File: config.mk
export PLATFORM = sky130hd
export DESIGN_NAME = tcpwm_top
export DESIGN_NICKNAME = d
export VERILOG_FILES = /design/src/verilog/tcpwm_pkg.sv /design/src/verilog/tcpwm_prescale.sv /design/src/verilog/tcpwm_phase.sv /design/src/verilog/tcpwm_top.sv
export SDC_FILE = /design/constraint.sdc
export NUM_CORES = 1
export LEC_CHECK = 0
export ABC_AREA = 1
export BUFFER_PORTS_ARGS = -buffer_cell sky130_fd_sc_hd__buf_2
export CORE_MARGIN = 1.5
export CORE_UTILIZATION = 55
export CTS_BUF_LIST = sky130_fd_sc_hd__clkbuf_2
export DETAILED_ROUTE_END_ITERATION = 10
export PLACE_DENSITY = 0.83
export SLEW_MARGIN = 15
export SYNTH_ARGS = -nofsm -noshare
export SYNTH_HDL_FRONTEND = slang
export SYNTH_SLANG_ARGS = --single-unit
export TNS_END_PERCENT = 20
File: constraint.sdc
create_clock -name clk -period 12.8 [get_ports clk]
set_clock_uncertainty 0.15 [all_clocks]
set_input_delay 2.56 -clock clk [delete_from_list [all_inputs] [get_ports clk]]
set_output_delay 2.56 -clock clk [all_outputs]
set_load 0.1 [all_outputs]
File: src/verilog/tcpwm_pkg.sv
// Constants shared by the three-phase complementary PWM generator.
package tcpwm_pkg;
   localparam int unsigned TCPWM_DW = 16;
   localparam int unsigned TCPWM_AW = 4;
   localparam int unsigned TCPWM_PHASES = 3;
   // System clock cycles per counter clock tick.
   localparam int unsigned TCPWM_PRESCALE = 4;
   localparam int unsigned TCPWM_PSW = 2;
   // Register indexes on the plain register port.
   localparam logic [3:0] TCPWM_OFS_CTRL = 4'h0;
   localparam logic [3:0] TCPWM_OFS_DEAD = 4'h1;
   localparam logic [3:0] TCPWM_OFS_HALF = 4'h2;
   localparam logic [3:0] TCPWM_OFS_HALF_BUF = 4'h3;
   localparam logic [3:0] TCPWM_OFS_UPPER = 4'h4;
   localparam logic [3:0] TCPWM_OFS_UPPER_BUF = 4'h5;
   localparam logic [3:0] TCPWM_OFS_BUF1 = 4'h6;
   localparam logic [3:0] TCPWM_OFS_BUF3 = 4'h8;
   localparam logic [3:0] TCPWM_OFS_CMP1 = 4'h9;
   localparam logic [3:0] TCPWM_OFS_CMP3 = 4'hB;
   localparam logic [3:0] TCPWM_OFS_CNT1 = 4'hC;
   localparam logic [3:0] TCPWM_OFS_CNT2 = 4'hD;
   localparam logic [3:0] TCPWM_OFS_STATUS = 4'hE;
   // Control register field positions and reset value.
   localparam int unsigned TCPWM_CTRL_W = 6;
   localparam int unsigned TCPWM_CB_START = 0;
   localparam int unsigned TCPWM_CB_TOGGLE_EN = 1;
   localparam int unsigned TCPWM_CB_POS_LVL = 2;
   localparam int unsigned TCPWM_CB_ANTI_LVL = 3;
   localparam int unsigned TCPWM_CB_XFER_PEAK = 4;
   localparam int unsigned TCPWM_CB_XFER_TROUGH = 5;
   localparam logic [5:0] TCPWM_CTRL_RST = 6'h30;
   // Status register field positions.
   localparam int unsigned TCPWM_SB_DOWN1 = 0;
   localparam int unsigned TCPWM_SB_DOWN2 = 1;
   localparam int unsigned TCPWM_SB_PENDING = 2;
   localparam int unsigned TCPWM_SB_TOGGLE = 3;
   localparam int unsigned TCPWM_SB_RUN = 4;
   // Reset values of data registers and pins.
   localparam logic [15:0] TCPWM_DATA_RST = 16'h0000;
   localparam logic [15:0] TCPWM_COUNT_ZERO = 16'h0000;
   localparam logic TCPWM_PIN_RST = 1'b1;
endpackage

File: src/verilog/tcpwm_prescale.sv
// Counter clock divider producing a one-cycle tick enable.
`timescale 1ns/100ps
module tcpwm_prescale
   import tcpwm_pkg::*;
(
   // Clock and reset.
   input wire logic clk,
   input wire logic reset,
   // Control and tick.
   input wire logic run,
   output logic tick
);
   typedef struct packed {
      logic [TCPWM_PSW-1:0] count;
      logic tick;
   } tcpwm_ps_state_t;

   tcpwm_ps_state_t st_r;
   tcpwm_ps_state_t st_nxt;

   localparam logic [TCPWM_PSW-1:0] LAST = TCPWM_PSW'(TCPWM_PRESCALE - 1);

   // The divider is held clear while stopped so every start is aligned.
   always_comb begin
      st_nxt = st_r;
      st_nxt.tick = 1'b0;
      if (!run) begin
         st_nxt.count = '0;
      end else if (st_r.count == LAST) begin
         st_nxt.count = '0;
         st_nxt.tick = 1'b1;
      end else begin
         st_nxt.count = st_r.count + 1'b1;
      end
   end

   always_ff @(posedge clk or posedge reset) begin
      if (reset) begin
         st_r <= '0;
      end else begin
         st_r <= st_nxt;
      end
   end

   assign tick = st_r.tick;
endmodule // tcpwm_prescale

File: src/verilog/tcpwm_phase.sv
// One phase of positive and antiphase outputs with level selection.
`timescale 1ns/100ps
module tcpwm_phase
   import tcpwm_pkg::*;
(
   // Clock and reset.
   input wire logic clk,
   input wire logic reset,
   // Counters and limits.
   input wire logic [15:0] cnt1,
   input wire logic [15:0] cnt2,
   input wire logic down,
   input wire logic [15:0] duty,
   input wire logic [15:0] upper,
   input wire logic [15:0] dead,
   // Level selects, low means active low.
   input wire logic pos_lvl,
   input wire logic anti_lvl,
   // Pins.
   output logic pos_pin,
   output logic anti_pin
);
   typedef struct packed {
      logic pos;
      logic anti;
   } tcpwm_ph_state_t;

   tcpwm_ph_state_t st_r;
   tcpwm_ph_state_t st_nxt;
   logic pos_act;
   logic anti_act;

   always_comb begin
      if (duty == TCPWM_COUNT_ZERO) begin
         pos_act = 1'b1;
         anti_act = 1'b0;
      end else if (duty >= upper) begin
         pos_act = 1'b0;
         anti_act = 1'b1;
      end else begin
         // Positive rests while the lagging counter is below the duty and
         // antiphase while the leading one is above it, so both rest in
         // the dead band. The direction decides which slope owns an equal
         // count, which keeps every width an exact number of ticks.
         pos_act = (cnt2 > duty) || (cnt2 == duty && down);
         anti_act = (cnt1 < duty) || (cnt1 == duty && !down);
      end
      st_nxt.pos = pos_act ? pos_lvl : !pos_lvl;
      st_nxt.anti = anti_act ? anti_lvl : !anti_lvl;
   end

   always_ff @(posedge clk or posedge reset) begin
      if (reset) begin
         st_r <= {TCPWM_PIN_RST, TCPWM_PIN_RST};
      end else begin
         st_r <= st_nxt;
      end
   end

   assign pos_pin = st_r.pos;
   assign anti_pin = st_r.anti;
endmodule // tcpwm_phase

File: src/verilog/tcpwm_top.sv
// Three-phase complementary PWM generator with dead time and buffering.
`timescale 1ns/100ps
// Operation
// - Both counters count up and down, turning instead of wrapping.
// - Both counters start on the same counter clock tick.
// - Counter one turns down at upper limit, up at dead time.
// - Counter two turns down at half carrier, up at zero.
// - Half carrier register holds half the carrier period, sets timing.
// - Compare matches set phase outputs to selected levels.
// - Counter peak raises an interrupt request once per carrier.
// - Three duty buffers, one per phase, take software duty changes.
// - Buffered duties pass through hidden temporary registers first.
// - Toggle enable inverts a pin at every counter one turning point.
// - Toggle pin starts low.
// - Zero duty: positive 0 percent, antiphase 100 percent.
// - Duty at or above upper: positive 100, antiphase 0 percent.
// - Duty between half and upper: antiphase pulse below twice dead.
// - Duty equal half: antiphase pulse exactly twice dead time.
// - Between dead and half: antiphase equals positive low plus twice dead.
// - Duty equal dead: positive pulse twice dead, antiphase full.
// - Below dead: positive pulse under twice dead, antiphase full.
// - Positive and antiphase outputs are active low with the reset control levels.
module tcpwm_top
   import tcpwm_pkg::*;
(
   // Clock and reset.
   input wire logic clk,
   input wire logic reset,
   // Register port.
   input wire logic [TCPWM_AW-1:0] addr,
   input wire logic [TCPWM_DW-1:0] wdata,
   input wire logic wr,
   input wire logic rd,
   output logic [TCPWM_DW-1:0] rdata,
   // Events.
   output logic peak_irq,
   output logic carrier_toggle_pin,
   // Phase pins.
   output logic phase_one_positive_pin,
   output logic phase_one_anti_pin,
   output logic phase_two_positive_pin,
   output logic phase_two_anti_pin,
   output logic phase_three_positive_pin,
   output logic phase_three_anti_pin
);
   typedef struct packed {
      logic [TCPWM_CTRL_W-1:0] ctrl;
      logic [15:0] dead_time_value;
      logic [15:0] half_carrier_value;
      logic [15:0] half_carrier_buffer;
      logic [15:0] upper_limit_compare;
      logic [15:0] upper_limit_buffer;
      logic [TCPWM_PHASES-1:0][15:0] duty_buf;
      logic [TCPWM_PHASES-1:0][15:0] duty_tmp;
      logic [15:0] half_tmp;
      logic [15:0] upper_tmp;
      logic [TCPWM_PHASES-1:0][15:0] duty_cmp;
      logic tmp_valid;
      logic [15:0] first_phase_counter;
      logic [15:0] second_phase_counter;
      logic down1;
      logic down2;
      logic toggle;
      logic irq;
      logic [15:0] rdata;
   } tcpwm_state_t;

   tcpwm_state_t st_r;
   tcpwm_state_t st_nxt;
   logic tick;
   logic run;
   logic peak_ev;
   logic trough_ev;
   logic xfer_ev;
   logic [TCPWM_PHASES-1:0] pos_pins;
   logic [TCPWM_PHASES-1:0] anti_pins;

   // Steps a triangle counter one count in its direction.
   function automatic logic [15:0] cnt_step(input logic [15:0] cnt,
                                            input logic down);
      cnt_step = down ? cnt - 16'h0001 : cnt + 16'h0001;
   endfunction

   // Tells whether an address selects a phase register of a given base.
   function automatic logic in_phase(input logic [3:0] a,
                                     input logic [3:0] base);
      in_phase = (a >= base) && (a < base + 4'h3);
   endfunction

   assign run = st_r.ctrl[TCPWM_CB_START];

   // One divider feeds both counters, so neither can run ahead.
   tcpwm_prescale u_prescale (
      .clk(clk),
      .reset(reset),
      .run(run),
      .tick(tick)
   );

   assign peak_ev = tick && !st_r.down1
      && st_r.first_phase_counter == st_r.upper_limit_compare;
   assign trough_ev = tick && st_r.down1
      && st_r.first_phase_counter == st_r.dead_time_value;
   assign xfer_ev = st_r.tmp_valid
      && ((peak_ev && st_r.ctrl[TCPWM_CB_XFER_PEAK])
      || (trough_ev && st_r.ctrl[TCPWM_CB_XFER_TROUGH]));

   always_comb begin
      st_nxt = st_r;
      st_nxt.rdata = TCPWM_DATA_RST;
      st_nxt.irq = peak_ev;

      // Counter one turns at the upper limit and at the dead time.
      if (tick) begin
         if (st_r.first_phase_counter == st_r.upper_limit_compare) begin
            st_nxt.down1 = 1'b1;
         end else if (st_r.first_phase_counter == st_r.dead_time_value) begin
            st_nxt.down1 = 1'b0;
         end
         if (st_r.second_phase_counter == st_r.half_carrier_value) begin
            st_nxt.down2 = 1'b1;
         end else if (st_r.second_phase_counter == TCPWM_COUNT_ZERO) begin
            st_nxt.down2 = 1'b0;
         end
         st_nxt.first_phase_counter =
            cnt_step(st_r.first_phase_counter, st_nxt.down1);
         st_nxt.second_phase_counter =
            cnt_step(st_r.second_phase_counter, st_nxt.down2);
      end

      if ((peak_ev || trough_ev) && st_r.ctrl[TCPWM_CB_TOGGLE_EN]) begin
         st_nxt.toggle = !st_r.toggle;
      end

      // While running, temporaries reach the compare registers only at a chosen turn.
      if (xfer_ev) begin
         st_nxt.duty_cmp = st_r.duty_tmp;
         st_nxt.half_carrier_value = st_r.half_tmp;
         st_nxt.upper_limit_compare = st_r.upper_tmp;
         st_nxt.tmp_valid = 1'b0;
      end

      if (wr) begin
         case (addr)
            TCPWM_OFS_CTRL: begin
               st_nxt.ctrl = wdata[TCPWM_CTRL_W-1:0];
            end
            TCPWM_OFS_DEAD: begin
               if (!run) begin
                  st_nxt.dead_time_value = wdata;
               end
            end
            TCPWM_OFS_HALF: begin
               if (!run) begin
                  st_nxt.half_carrier_value = wdata;
               end
            end
            TCPWM_OFS_HALF_BUF: begin
               st_nxt.half_carrier_buffer = wdata;
            end
            TCPWM_OFS_UPPER_BUF: begin
               st_nxt.upper_limit_buffer = wdata;
            end
            TCPWM_OFS_UPPER: begin
               if (!run) begin
                  st_nxt.upper_limit_compare = wdata;
               end
            end
            TCPWM_OFS_CNT1: begin
               if (!run) begin
                  st_nxt.first_phase_counter = wdata;
                  st_nxt.down1 = 1'b0;
               end
            end
            TCPWM_OFS_CNT2: begin
               if (!run) begin
                  st_nxt.second_phase_counter = wdata;
                  st_nxt.down2 = 1'b0;
               end
            end
            default: begin
               if (in_phase(addr, TCPWM_OFS_BUF1)) begin
                  st_nxt.duty_buf[addr - TCPWM_OFS_BUF1] = wdata;
               end
            end
         endcase
         // The last phase buffer write arms the whole set; a write that
         // meets a transfer re-arms, so the new set is never lost.
         if (addr == TCPWM_OFS_BUF3) begin
            st_nxt.duty_tmp = {wdata, st_r.duty_buf[1],
                               st_r.duty_buf[0]};
            st_nxt.half_tmp = st_r.half_carrier_buffer;
            st_nxt.upper_tmp = st_r.upper_limit_buffer;
            st_nxt.tmp_valid = 1'b1;
            if (!run) begin
               // Stopped: no turning point will come, so load at once.
               st_nxt.duty_cmp = st_nxt.duty_tmp;
               st_nxt.half_carrier_value = st_r.half_carrier_buffer;
               st_nxt.upper_limit_compare = st_r.upper_limit_buffer;
               st_nxt.tmp_valid = 1'b0;
            end
         end
      end

      if (rd) begin
         case (addr)
            TCPWM_OFS_CTRL: begin
               st_nxt.rdata = {10'h000, st_r.ctrl};
            end
            TCPWM_OFS_DEAD: begin
               st_nxt.rdata = st_r.dead_time_value;
            end
            TCPWM_OFS_HALF: begin
               st_nxt.rdata = st_r.half_carrier_value;
            end
            TCPWM_OFS_HALF_BUF: begin
               st_nxt.rdata = st_r.half_carrier_buffer;
            end
            TCPWM_OFS_UPPER: begin
               st_nxt.rdata = st_r.upper_limit_compare;
            end
            TCPWM_OFS_UPPER_BUF: begin
               st_nxt.rdata = st_r.upper_limit_buffer;
            end
            TCPWM_OFS_CNT1: begin
               st_nxt.rdata = st_r.first_phase_counter;
            end
            TCPWM_OFS_CNT2: begin
               st_nxt.rdata = st_r.second_phase_counter;
            end
            TCPWM_OFS_STATUS: begin
               st_nxt.rdata[TCPWM_SB_DOWN1] = st_r.down1;
               st_nxt.rdata[TCPWM_SB_DOWN2] = st_r.down2;
               st_nxt.rdata[TCPWM_SB_PENDING] = st_r.tmp_valid;
               st_nxt.rdata[TCPWM_SB_TOGGLE] = st_r.toggle;
               st_nxt.rdata[TCPWM_SB_RUN] = run;
            end
            default: begin
               if (in_phase(addr, TCPWM_OFS_BUF1)) begin
                  st_nxt.rdata = st_r.duty_buf[addr - TCPWM_OFS_BUF1];
               end else if (in_phase(addr, TCPWM_OFS_CMP1)) begin
                  st_nxt.rdata = st_r.duty_cmp[addr - TCPWM_OFS_CMP1];
               end
            end
         endcase
      end
   end

   always_ff @(posedge clk or posedge reset) begin
      if (reset) begin
         st_r <= '0;
         st_r.ctrl <= TCPWM_CTRL_RST;
      end else begin
         st_r <= st_nxt;
      end
   end

   generate
      for (genvar i = 0; i < TCPWM_PHASES; i++) begin : g_phase
         tcpwm_phase u_phase (
            .clk(clk),
            .reset(reset),
            .cnt1(st_r.first_phase_counter),
            .cnt2(st_r.second_phase_counter),
            .down(st_r.down2),
            .duty(st_r.duty_cmp[i]),
            .upper(st_r.upper_limit_compare),
            .dead(st_r.dead_time_value),
            .pos_lvl(st_r.ctrl[TCPWM_CB_POS_LVL]),
            .anti_lvl(st_r.ctrl[TCPWM_CB_ANTI_LVL]),
            .pos_pin(pos_pins[i]),
            .anti_pin(anti_pins[i])
         );
      end
   endgenerate

   assign rdata = st_r.rdata;
   assign peak_irq = st_r.irq;
   assign carrier_toggle_pin = st_r.toggle;
   assign phase_one_positive_pin = pos_pins[0];
   assign phase_one_anti_pin = anti_pins[0];
   assign phase_two_positive_pin = pos_pins[1];
   assign phase_two_anti_pin = anti_pins[1];
   assign phase_three_positive_pin = pos_pins[2];
   assign phase_three_anti_pin = anti_pins[2];
endmodule // tcpwm_top

Word-level counts from Yosys, hierarchy flattened

Index checks and enable logic that the tools add are counted.

Bits in registers: 324
Latch bits: 0
Bits in writable memories: 0
Bits in read-only memories: 0
Input bits: 24
Output and inout port bits: 24
Memories kept: 0

Add/subtract/negate cells: 7
Multipliers: 0
Divide/modulo/power cells: 0
$lt $le $gt $ge: 16
Equality and inequality tests: 19
Shift-type cells: 0
Multiplexer cells: 69
Bitwise operators: 2
Reductions and logical operators: 42

Operators with widths:

| operator                                           | number |
|---|---|
| 2-to-1 mux 16 bit                                  | 24 |
| 2-to-1 mux 275 bit                                 | 1 |
| == test 16 bit                                     | 9 |
| 2-to-1 mux 129 bit                                 | 1 |
| case mux 11 bit (9 select lines)                   | 1 |
| 2-to-1 mux 49 bit                                  | 2 |
| 2-to-1 mux 48 bit                                  | 2 |
| binary-select mux 16 bit (select 2 bit)            | 2 |
| logical NOT 16 bit                                 | 4 |
| bitwise mux 48 bit                                 | 1 |
| greater-or-equal comparator 16 bit                 | 3 |
| > comparator 16 bit                                | 3 |
| < comparator 16 bit                                | 3 |
| case mux 5 bit (9 select lines)                    | 1 |
| 2-to-1 mux 34 bit                                  | 1 |
| adder 16 x 1 -> 16 bit, second input constant      | 2 |
| demux 16 bit (select 2 bit)                        | 1 |
| subtractor 16 x 1 -> 16 bit, second input constant | 2 |
| 2-to-1 mux 1 bit                                   | 30 |
| logical AND 1 bit                                  | 17 |
| == test 4 bit, second input constant               | 4 |
| == test 4 x 2 -> 1 bit, second input constant      | 2 |
| == test 4 x 3 -> 1 bit, second input constant      | 2 |
| logical OR 1 bit                                   | 8 |
| other kinds (17)                                   | 29 |

Longest topological paths before layout

Gate-level depths: netlist of run 1.

Depth in word-level cells: 12
Gate-level depth with buffers: 23
Depth with buffers taken out: 23

By module

From an unflattened synthesis of run 1, not the netlist that was laid out.

Cell total of the unflattened synthesis: 3008
Area total of the unflattened synthesis: 22260.1 µm²

By module, submodules not included:

| module         | instances | cells each | area an instance (µm²) |
|---|---|---|---|
| tcpwm_top      | 1         | 2315       | 17822.1 |
| tcpwm_phase    | 3         | 227        | 1440.1 |
| tcpwm_prescale | 1         | 12         | 117.6 |

Worst setup path after synthesis of run 1

Ideal clock, no wire load.

Kind: in2reg
Start point: in addr[1]
End point: reg st_r (netlist bit rdata[12])
Setup time: 0.086 ns
Data arrival time: 4.563 ns
Required time: 12.564 ns
Path slack: 8.001 ns
Stages on the path: 10
Buffers on the path: 3
Cells stage by stage: inv_1 -> clkbuf_1 -> clkbuf_1 -> ha_1 -> or2_2 -> clkbuf_1 -> or2_2 -> a21oi_1 -> nor3_1 -> nor3_1

RTL lines:

| item                 | RTL line         | RTL |
|---|---|---|
| from (decl)          | tcpwm_top.sv:30  | `input wire logic [TCPWM_AW-1:0] addr,` |
| to (signal assigned) | tcpwm_top.sv:254 | `st_r <= st_nxt;` |
| to (decl)            | tcpwm_top.sv:68  | `tcpwm_state_t st_r;` |

==> results.sh, run 1 <==
export IMPL_detail_route_antenna_nets=0
export IMPL_antenna_found_initial=7
export IMPL_critPathRequiredTime_ps=13610
export IMPL_insertion_delay_ps=1130
export IMPL_rows=71
export IMPL_cp_slowest_cell="buf_4"
export IMPL_io_pins=48
export IMPL_leakagePower_nw=11.55
export IMPL_hpwlAfterDp_um=58580
export IMPL_setup_ws_ps=6905
export IMPL_critPathMaxStageDelay_ps=800
export IMPL_track_usage=0.4226
export IMPL_ys_warn_count=0
export IMPL_synth_top_area_cell="dfrtp_1"
export IMPL_dieHeight_um=199.5
export IMPL_synth_top_area_share=0.3722
export IMPL_layout_commonest_cell="nand2_1"
export IMPL_critical_path_class="input pin to flop"
export IMPL_grt_pass1_wl_um=122700
export IMPL_rsz0062_at_grt="no"
export IMPL_synth_edf_count=0
export IMPL_root_buffer="clkbuf_2"
export IMPL_ys_async_sr_fraction=1.000
export IMPL_maxCapViolations=0
export IMPL_place_ws_ps=5911
export IMPL_grt_pass1_vias=19810
export IMPL_cp_start_kind="input pin"
export IMPL_synth_cells=2776
export IMPL_synth_seq_area_share=0.3821
export IMPL_finalWeightedCongestion=1.024
export IMPL_first_iter_violations=2822
export IMPL_clk_pin_slew_ps=110
export IMPL_cts_resized=0
export IMPL_fill_cells=3537
export IMPL_post_route_min_period_ps=5895
export IMPL_cts_tree="done"
export IMPL_numPortBuffers=47
export IMPL_finalSetupViolCount=0
export IMPL_final_cell_mix="nand2_1, dfrtp_1, inv_1, o21ai_0, a21oi_1"
export IMPL_critPathTopFamily="buffers and inverters"
export IMPL_hold_buffers=0
export IMPL_power_density_mw_per_mm2=190.5
export IMPL_cts_setup_buffers=0
export IMPL_drt_wirelength_per_cell_um=24.43
export IMPL_cts_buffers_inserted=86
export IMPL_synth_cell_area_mm2=0.02125
export IMPL_cpMostUsedCell="inv_2"
export IMPL_cts_sinks=324
export IMPL_cp_max_fo=103
export IMPL_netlist_top_cells_area="dfrtp_1, nand2_1, ha_1"
export IMPL_synthFlopType="dfrtp_1"
export IMPL_crit_arrival_ps=6700
export IMPL_syn_to_final_growth_pct=5.441
export IMPL_worst_path_buf_inv=6
export IMPL_ir_drop_mv=0.1005
export IMPL_timing_hold_ws_ps=296.4
export IMPL_core_area_mm2=0.03784
export IMPL_via_per_inst=6.260
export IMPL_slew_violations=0
export IMPL_worst_pin_slew_ps=1284
export IMPL_drive_gt1_frac=0.09349
export IMPL_vias=21100
export IMPL_grt_overflow=0
export IMPL_dieArea_mm2=0.03982
export IMPL_clock_path_buffers=3
export IMPL_status="complete, no violations"
export IMPL_fin_setup_tns_ps=0
export IMPL_drtPass1Iterations=6
export IMPL_cp_cell_sequence="buf_2, inv_2, ha_1, inv_1, nor2_2, inv_2, nor2_4, clkinv_2, buf_4, o22ai_1, o21bai_1"
export IMPL_relSlewSlack=0.1428
export IMPL_critical_path_endpoint_type="flop"
export IMPL_die_w_um=199.5
export IMPL_synth_nets=2981
export IMPL_grt_max_degree=164
export IMPL_min_path_type="flop to flop"
export IMPL_finalWirelength_um=82330
export IMPL_avgSynthCellArea_um2=7.654
export IMPL_htree_levels=3
export IMPL_initial_core_util=0.5614
export IMPL_synth_distinct_cells=53
export IMPL_finalNetCount=2995
export IMPL_fmax_mhz=169.6
export IMPL_ys_ff_latch=324
export IMPL_fin_crit_sh=0.4605
export IMPL_hold_viol=0
export IMPL_drcViolationCount=0
cells by family (layout without fill, tap and decap cells):
logic type                 count (synthesis)  after routing  share of synthesized area
and+or+nand+nor                         1085           1085                     0.2172
AOI/OAI and AO/OA                        676            676                     0.1764
buffers and inverters                    440            520                    0.08457
DFF                                      324            324                     0.3821
adders and majority gates                181            181                     0.1073
xor gates and xnor gates                  40             40                    0.01649
muxes                                     30             30                    0.01590
other                                      0              3                          0
final timing paths:
kind,end,slack [ps],cells after the start,start
hold / removal,u_prescale.st_r[1],300,1,u_prescale.st_r[1]
max in group asynchronous,st_r[92],8900,4,reset
min in group asynchronous,st_r[238],1400,2,reset
setup reg to reg,st_r[31],8300,17,st_r[28]
hold reg to reg,u_prescale.st_r[1],300,1,u_prescale.st_r[1]
setup / recovery,st_r[256],6910,11,addr[0]
worst register-to-register path: cells and delay by family, from the launching register on:
kind            cells  cell delay (ps)
xor+xnor            1              230
buf+inv             1              350
fa+ha+maj           1              400
compound gates      6             1050
flops               1              630
simple gates        8             1550
per-layer routing:
metal / GRT usage / wire length (µm) / vias up
met2: 0.5945 / 33650 / 1409
met5: 0 / 14 / -
li1: - / - / 9461
met1: 0.5716 / 31990 / 9913
met3: 0.1337 / 11620 / 310
met4: 0.2400 / 5047 / 2
Yosys cell counts, types with 3 or more instances:
cell type  number
dfrtp_1       316
xor2_1         29
ha_1          179
inv_1         294
o21ai_1        14
o221ai_1        6
or2_0          26
clkbuf_1       83
buf_1           5
a21oi_1       186
a31oi_1        43
a22oi_1         6
nor2_2          6
inv_2          10
nor2_1        157
nor3_1         24
o21ai_0       274
or2_2           5
nand2_1       642
nand4_1        30
a211oi_1       15
a21o_1          5
a221oi_1        6
o22ai_1        90
nor4_1         25
o21a_1          3
buf_2          23
o211ai_1        6
dfstp_2         8
o21bai_1       12
nand3b_1       10
buf_6           7
mux2_2         30
nand3_1       150
xnor2_1        11
buf_4          17
where the power goes:
group / switching, W / total, W / internal [W]
logic: 0.00120 / 0.00182 / 0.000624
clock network: 0.000473 / 0.000760 / 0.000286
registers: 0.000434 / 0.00168 / 0.00125
total: 0.00211 / 0.00427 / 0.00216
through the flow:
stage,cells,utilization,power [W],cell area (µm²)
final,3370,0.5920,0.004267,22400
after global routing,3370,0.5920,0.004543,22400
after CTS,3366,0.5913,0.004189,22380
after detailed placement,3212,0.5707,0.003432,21600
after global placement,3212,0.5707,0.003356,21600
after floorplan,2776,-,0.002781,21250
layout make-up:
class	instances	area, µm²	share of cell area
Antenna cell	3	7.507	0.0003351
Clock buffer	125	625.6	0.02793
Clock inverter	29	156.4	0.006981
Inverter	305	1154	0.05149
Multi-Input combinational cell	2012	11340	0.5063
Sequential cell	324	8118	0.3624
Tap cell	511	639.4	0.02854
Timing Repair Buffer	61	360.3	0.01608
(Power assumes the default switching activity.)
==> run 2, diff against run 1 <==
==> constraint.sdc (replaced) <==
create_clock -name clk -period 6.1 [get_ports clk]
set_clock_uncertainty 0.15 [all_clocks]
set_input_delay 1.22 -clock clk [delete_from_list [all_inputs] [get_ports clk]]
set_output_delay 1.22 -clock clk [all_outputs]
set_load 0.1 [all_outputs]
==> run 2 against run 1 <==
Wire length grew 0.36%. Register-to-register slack lost 6600 ps. Flip-flop and latch count is the same. Critical endpoint is now st_r[51]. Largest power group unchanged.
==> results.sh, run 2 (synthesis gave the netlist of run 1 again) <==
export IMPL_rows=71
export IMPL_critical_path_endpoint_type="flop"
export IMPL_cts_tree="done"
export IMPL_cpMostUsedCell="nand2_1"
export IMPL_cts_setup_buffers=0
export IMPL_vias=21330
export IMPL_cts_resized=0
export IMPL_fill_cells=3543
export IMPL_numPortBuffers=47
export IMPL_relSlewSlack=0.2174
export IMPL_critPathMaxStageDelay_ps=820
export IMPL_crit_arrival_ps=5220
export IMPL_finalWirelength_um=82620
export IMPL_cts_buffers_inserted=86
export IMPL_clk_pin_slew_ps=100
export IMPL_critPathRequiredTime_ps=6970
export IMPL_fin_setup_tns_ps=0
export IMPL_cp_max_fo=17
export IMPL_grt_max_degree=158
export IMPL_grt_pass1_wl_um=122300
export IMPL_drive_gt1_frac=0.09560
export IMPL_htree_levels=3
export IMPL_detail_route_antenna_nets=0
export IMPL_grt_pass1_vias=19820
export IMPL_maxCapViolations=0
export IMPL_fmax_mhz=229.9
export IMPL_post_route_min_period_ps=4350
export IMPL_via_per_inst=6.303
export IMPL_syn_to_final_growth_pct=5.889
export IMPL_worst_pin_slew_ps=1171
export IMPL_hold_viol=0
export IMPL_finalSetupViolCount=0
export IMPL_cp_slowest_cell="dfrtp_1"
export IMPL_cp_start_kind="flop"
export IMPL_finalNetCount=3006
export IMPL_total_power_w=0.008952
export IMPL_fin_crit_sh=0.7131
export IMPL_die_w_um=199.5
export IMPL_min_path_type="input pin to asynchronous set/reset pin"
export IMPL_hold_buffers=0
export IMPL_dieArea_mm2=0.03982
export IMPL_final_util=0.5945
export IMPL_initial_core_util=0.5614
export IMPL_status="complete, no violations"
export IMPL_timing_hold_ws_ps=49.49
export IMPL_first_iter_violations=2699
export IMPL_cp_cell_sequence="inv_1, nand2_1, nand2_1, nor2_1, nand2_1, nor2_1, nand2_1, nand2_1, nand2_1, ha_1, nand3_1, nand3_1, nand2_1, nand2_1, a21oi_1, inv_1, nand2_1, nand3_1, nand2_1, nand2_1, a21oi_1"
export IMPL_drtPass1Iterations=6
export IMPL_io_pins=48
export IMPL_clock_path_buffers=3
export IMPL_layout_commonest_cell="nand2_1"
export IMPL_drcViolationCount=0
export IMPL_final_cell_mix="nand2_1, dfrtp_1, inv_1, o21ai_0, a21oi_1"
export IMPL_rsz0062_at_grt="no"
export IMPL_grt_overflow=0
export IMPL_cts_sinks=324
export IMPL_track_usage=0.4213
export IMPL_ir_drop_mv=0.2512
export IMPL_antenna_found_initial=8
export IMPL_root_buffer="clkbuf_2"
export IMPL_finalWeightedCongestion=1.031
export IMPL_dieHeight_um=199.5
export IMPL_leakagePower_nw=11.59
export IMPL_critical_path_class="flop to flop"
export IMPL_insertion_delay_ps=1140
export IMPL_drt_wirelength_per_cell_um=24.41
export IMPL_core_area_mm2=0.03784
export IMPL_hpwlAfterDp_um=59290
export IMPL_power_density_mw_per_mm2=397.9
export IMPL_slew_violations=0
export IMPL_reg2reg_depth=21
[run 2: worst paths after layout]
| kind | from | to | slack, ps |
|---|---|---|---|
| min in group clk | wdata[13] | st_r[306] | 260 |
| max in group asynchronous | reset | st_r[87] | 4310 |
| max | st_r[49] | st_r[51] | 1750 |
| min reg2reg | u_prescale.st_r[1] | u_prescale.st_r[1] | 310 |
| min | reset | st_r[277] | 50 |
| max reg2reg | st_r[49] | st_r[51] | 1750 |
[run 2: per-layer routing]
layer | global-route usage | vias up | wire (µm)
met5 | 0 | - | 31
met4 | 0.2431 | 4 | 5371
met3 | 0.1208 | 309 | 10670
met2 | 0.6052 | 1466 | 34130
met1 | 0.5657 | 10060 | 32420
li1 | - | 9493 | -
[run 2: layout make-up]
type	count	area (µm²)	share of cell area
Multi-Input combinational cell	2012	11340	0.5040
Clock buffer	119	595.6	0.02647
Timing Repair Buffer	72	447.9	0.01991
Sequential cell	324	8118	0.3608
Tap cell	511	639.4	0.02842
Inverter	305	1150	0.05111
Clock inverter	34	190.2	0.008453
Antenna cell	7	17.52	0.0007786
[run 2: critical path: cells and delay by family (launching register included)]
family                   cells  cell delay, ps
AO/OA/AOI/OAI                2             420
adder cells (fa/ha/maj)      1             550
buffers and inverters        2             250
flip-flops                   1             820
AND/OR/NAND/NOR             16            2060
[run 2: metrics by stage]
stage | setup WS [ps] | instances | instance area [µm²]
2_1_floorplan | 413.8 | 2776 | 21250
3_3_place_gp | 1578 | 3224 | 21690
3_5_place_dp | 1569 | 3224 | 21690
4_1_cts | 1922 | 3377 | 22480
5_1_grt | 1551 | 3381 | 22490
6_report | 1750 | 3384 | 22500
[run 2: power by group]
group | switching [W] | internal [W] | total [W]
Combinational | 0.00251 | 0.00131 | 0.00381
Sequential | 0.000922 | 0.00263 | 0.00355
Clock | 0.00101 | 0.000585 | 0.00159
Total | 0.00444 | 0.00452 | 0.00895
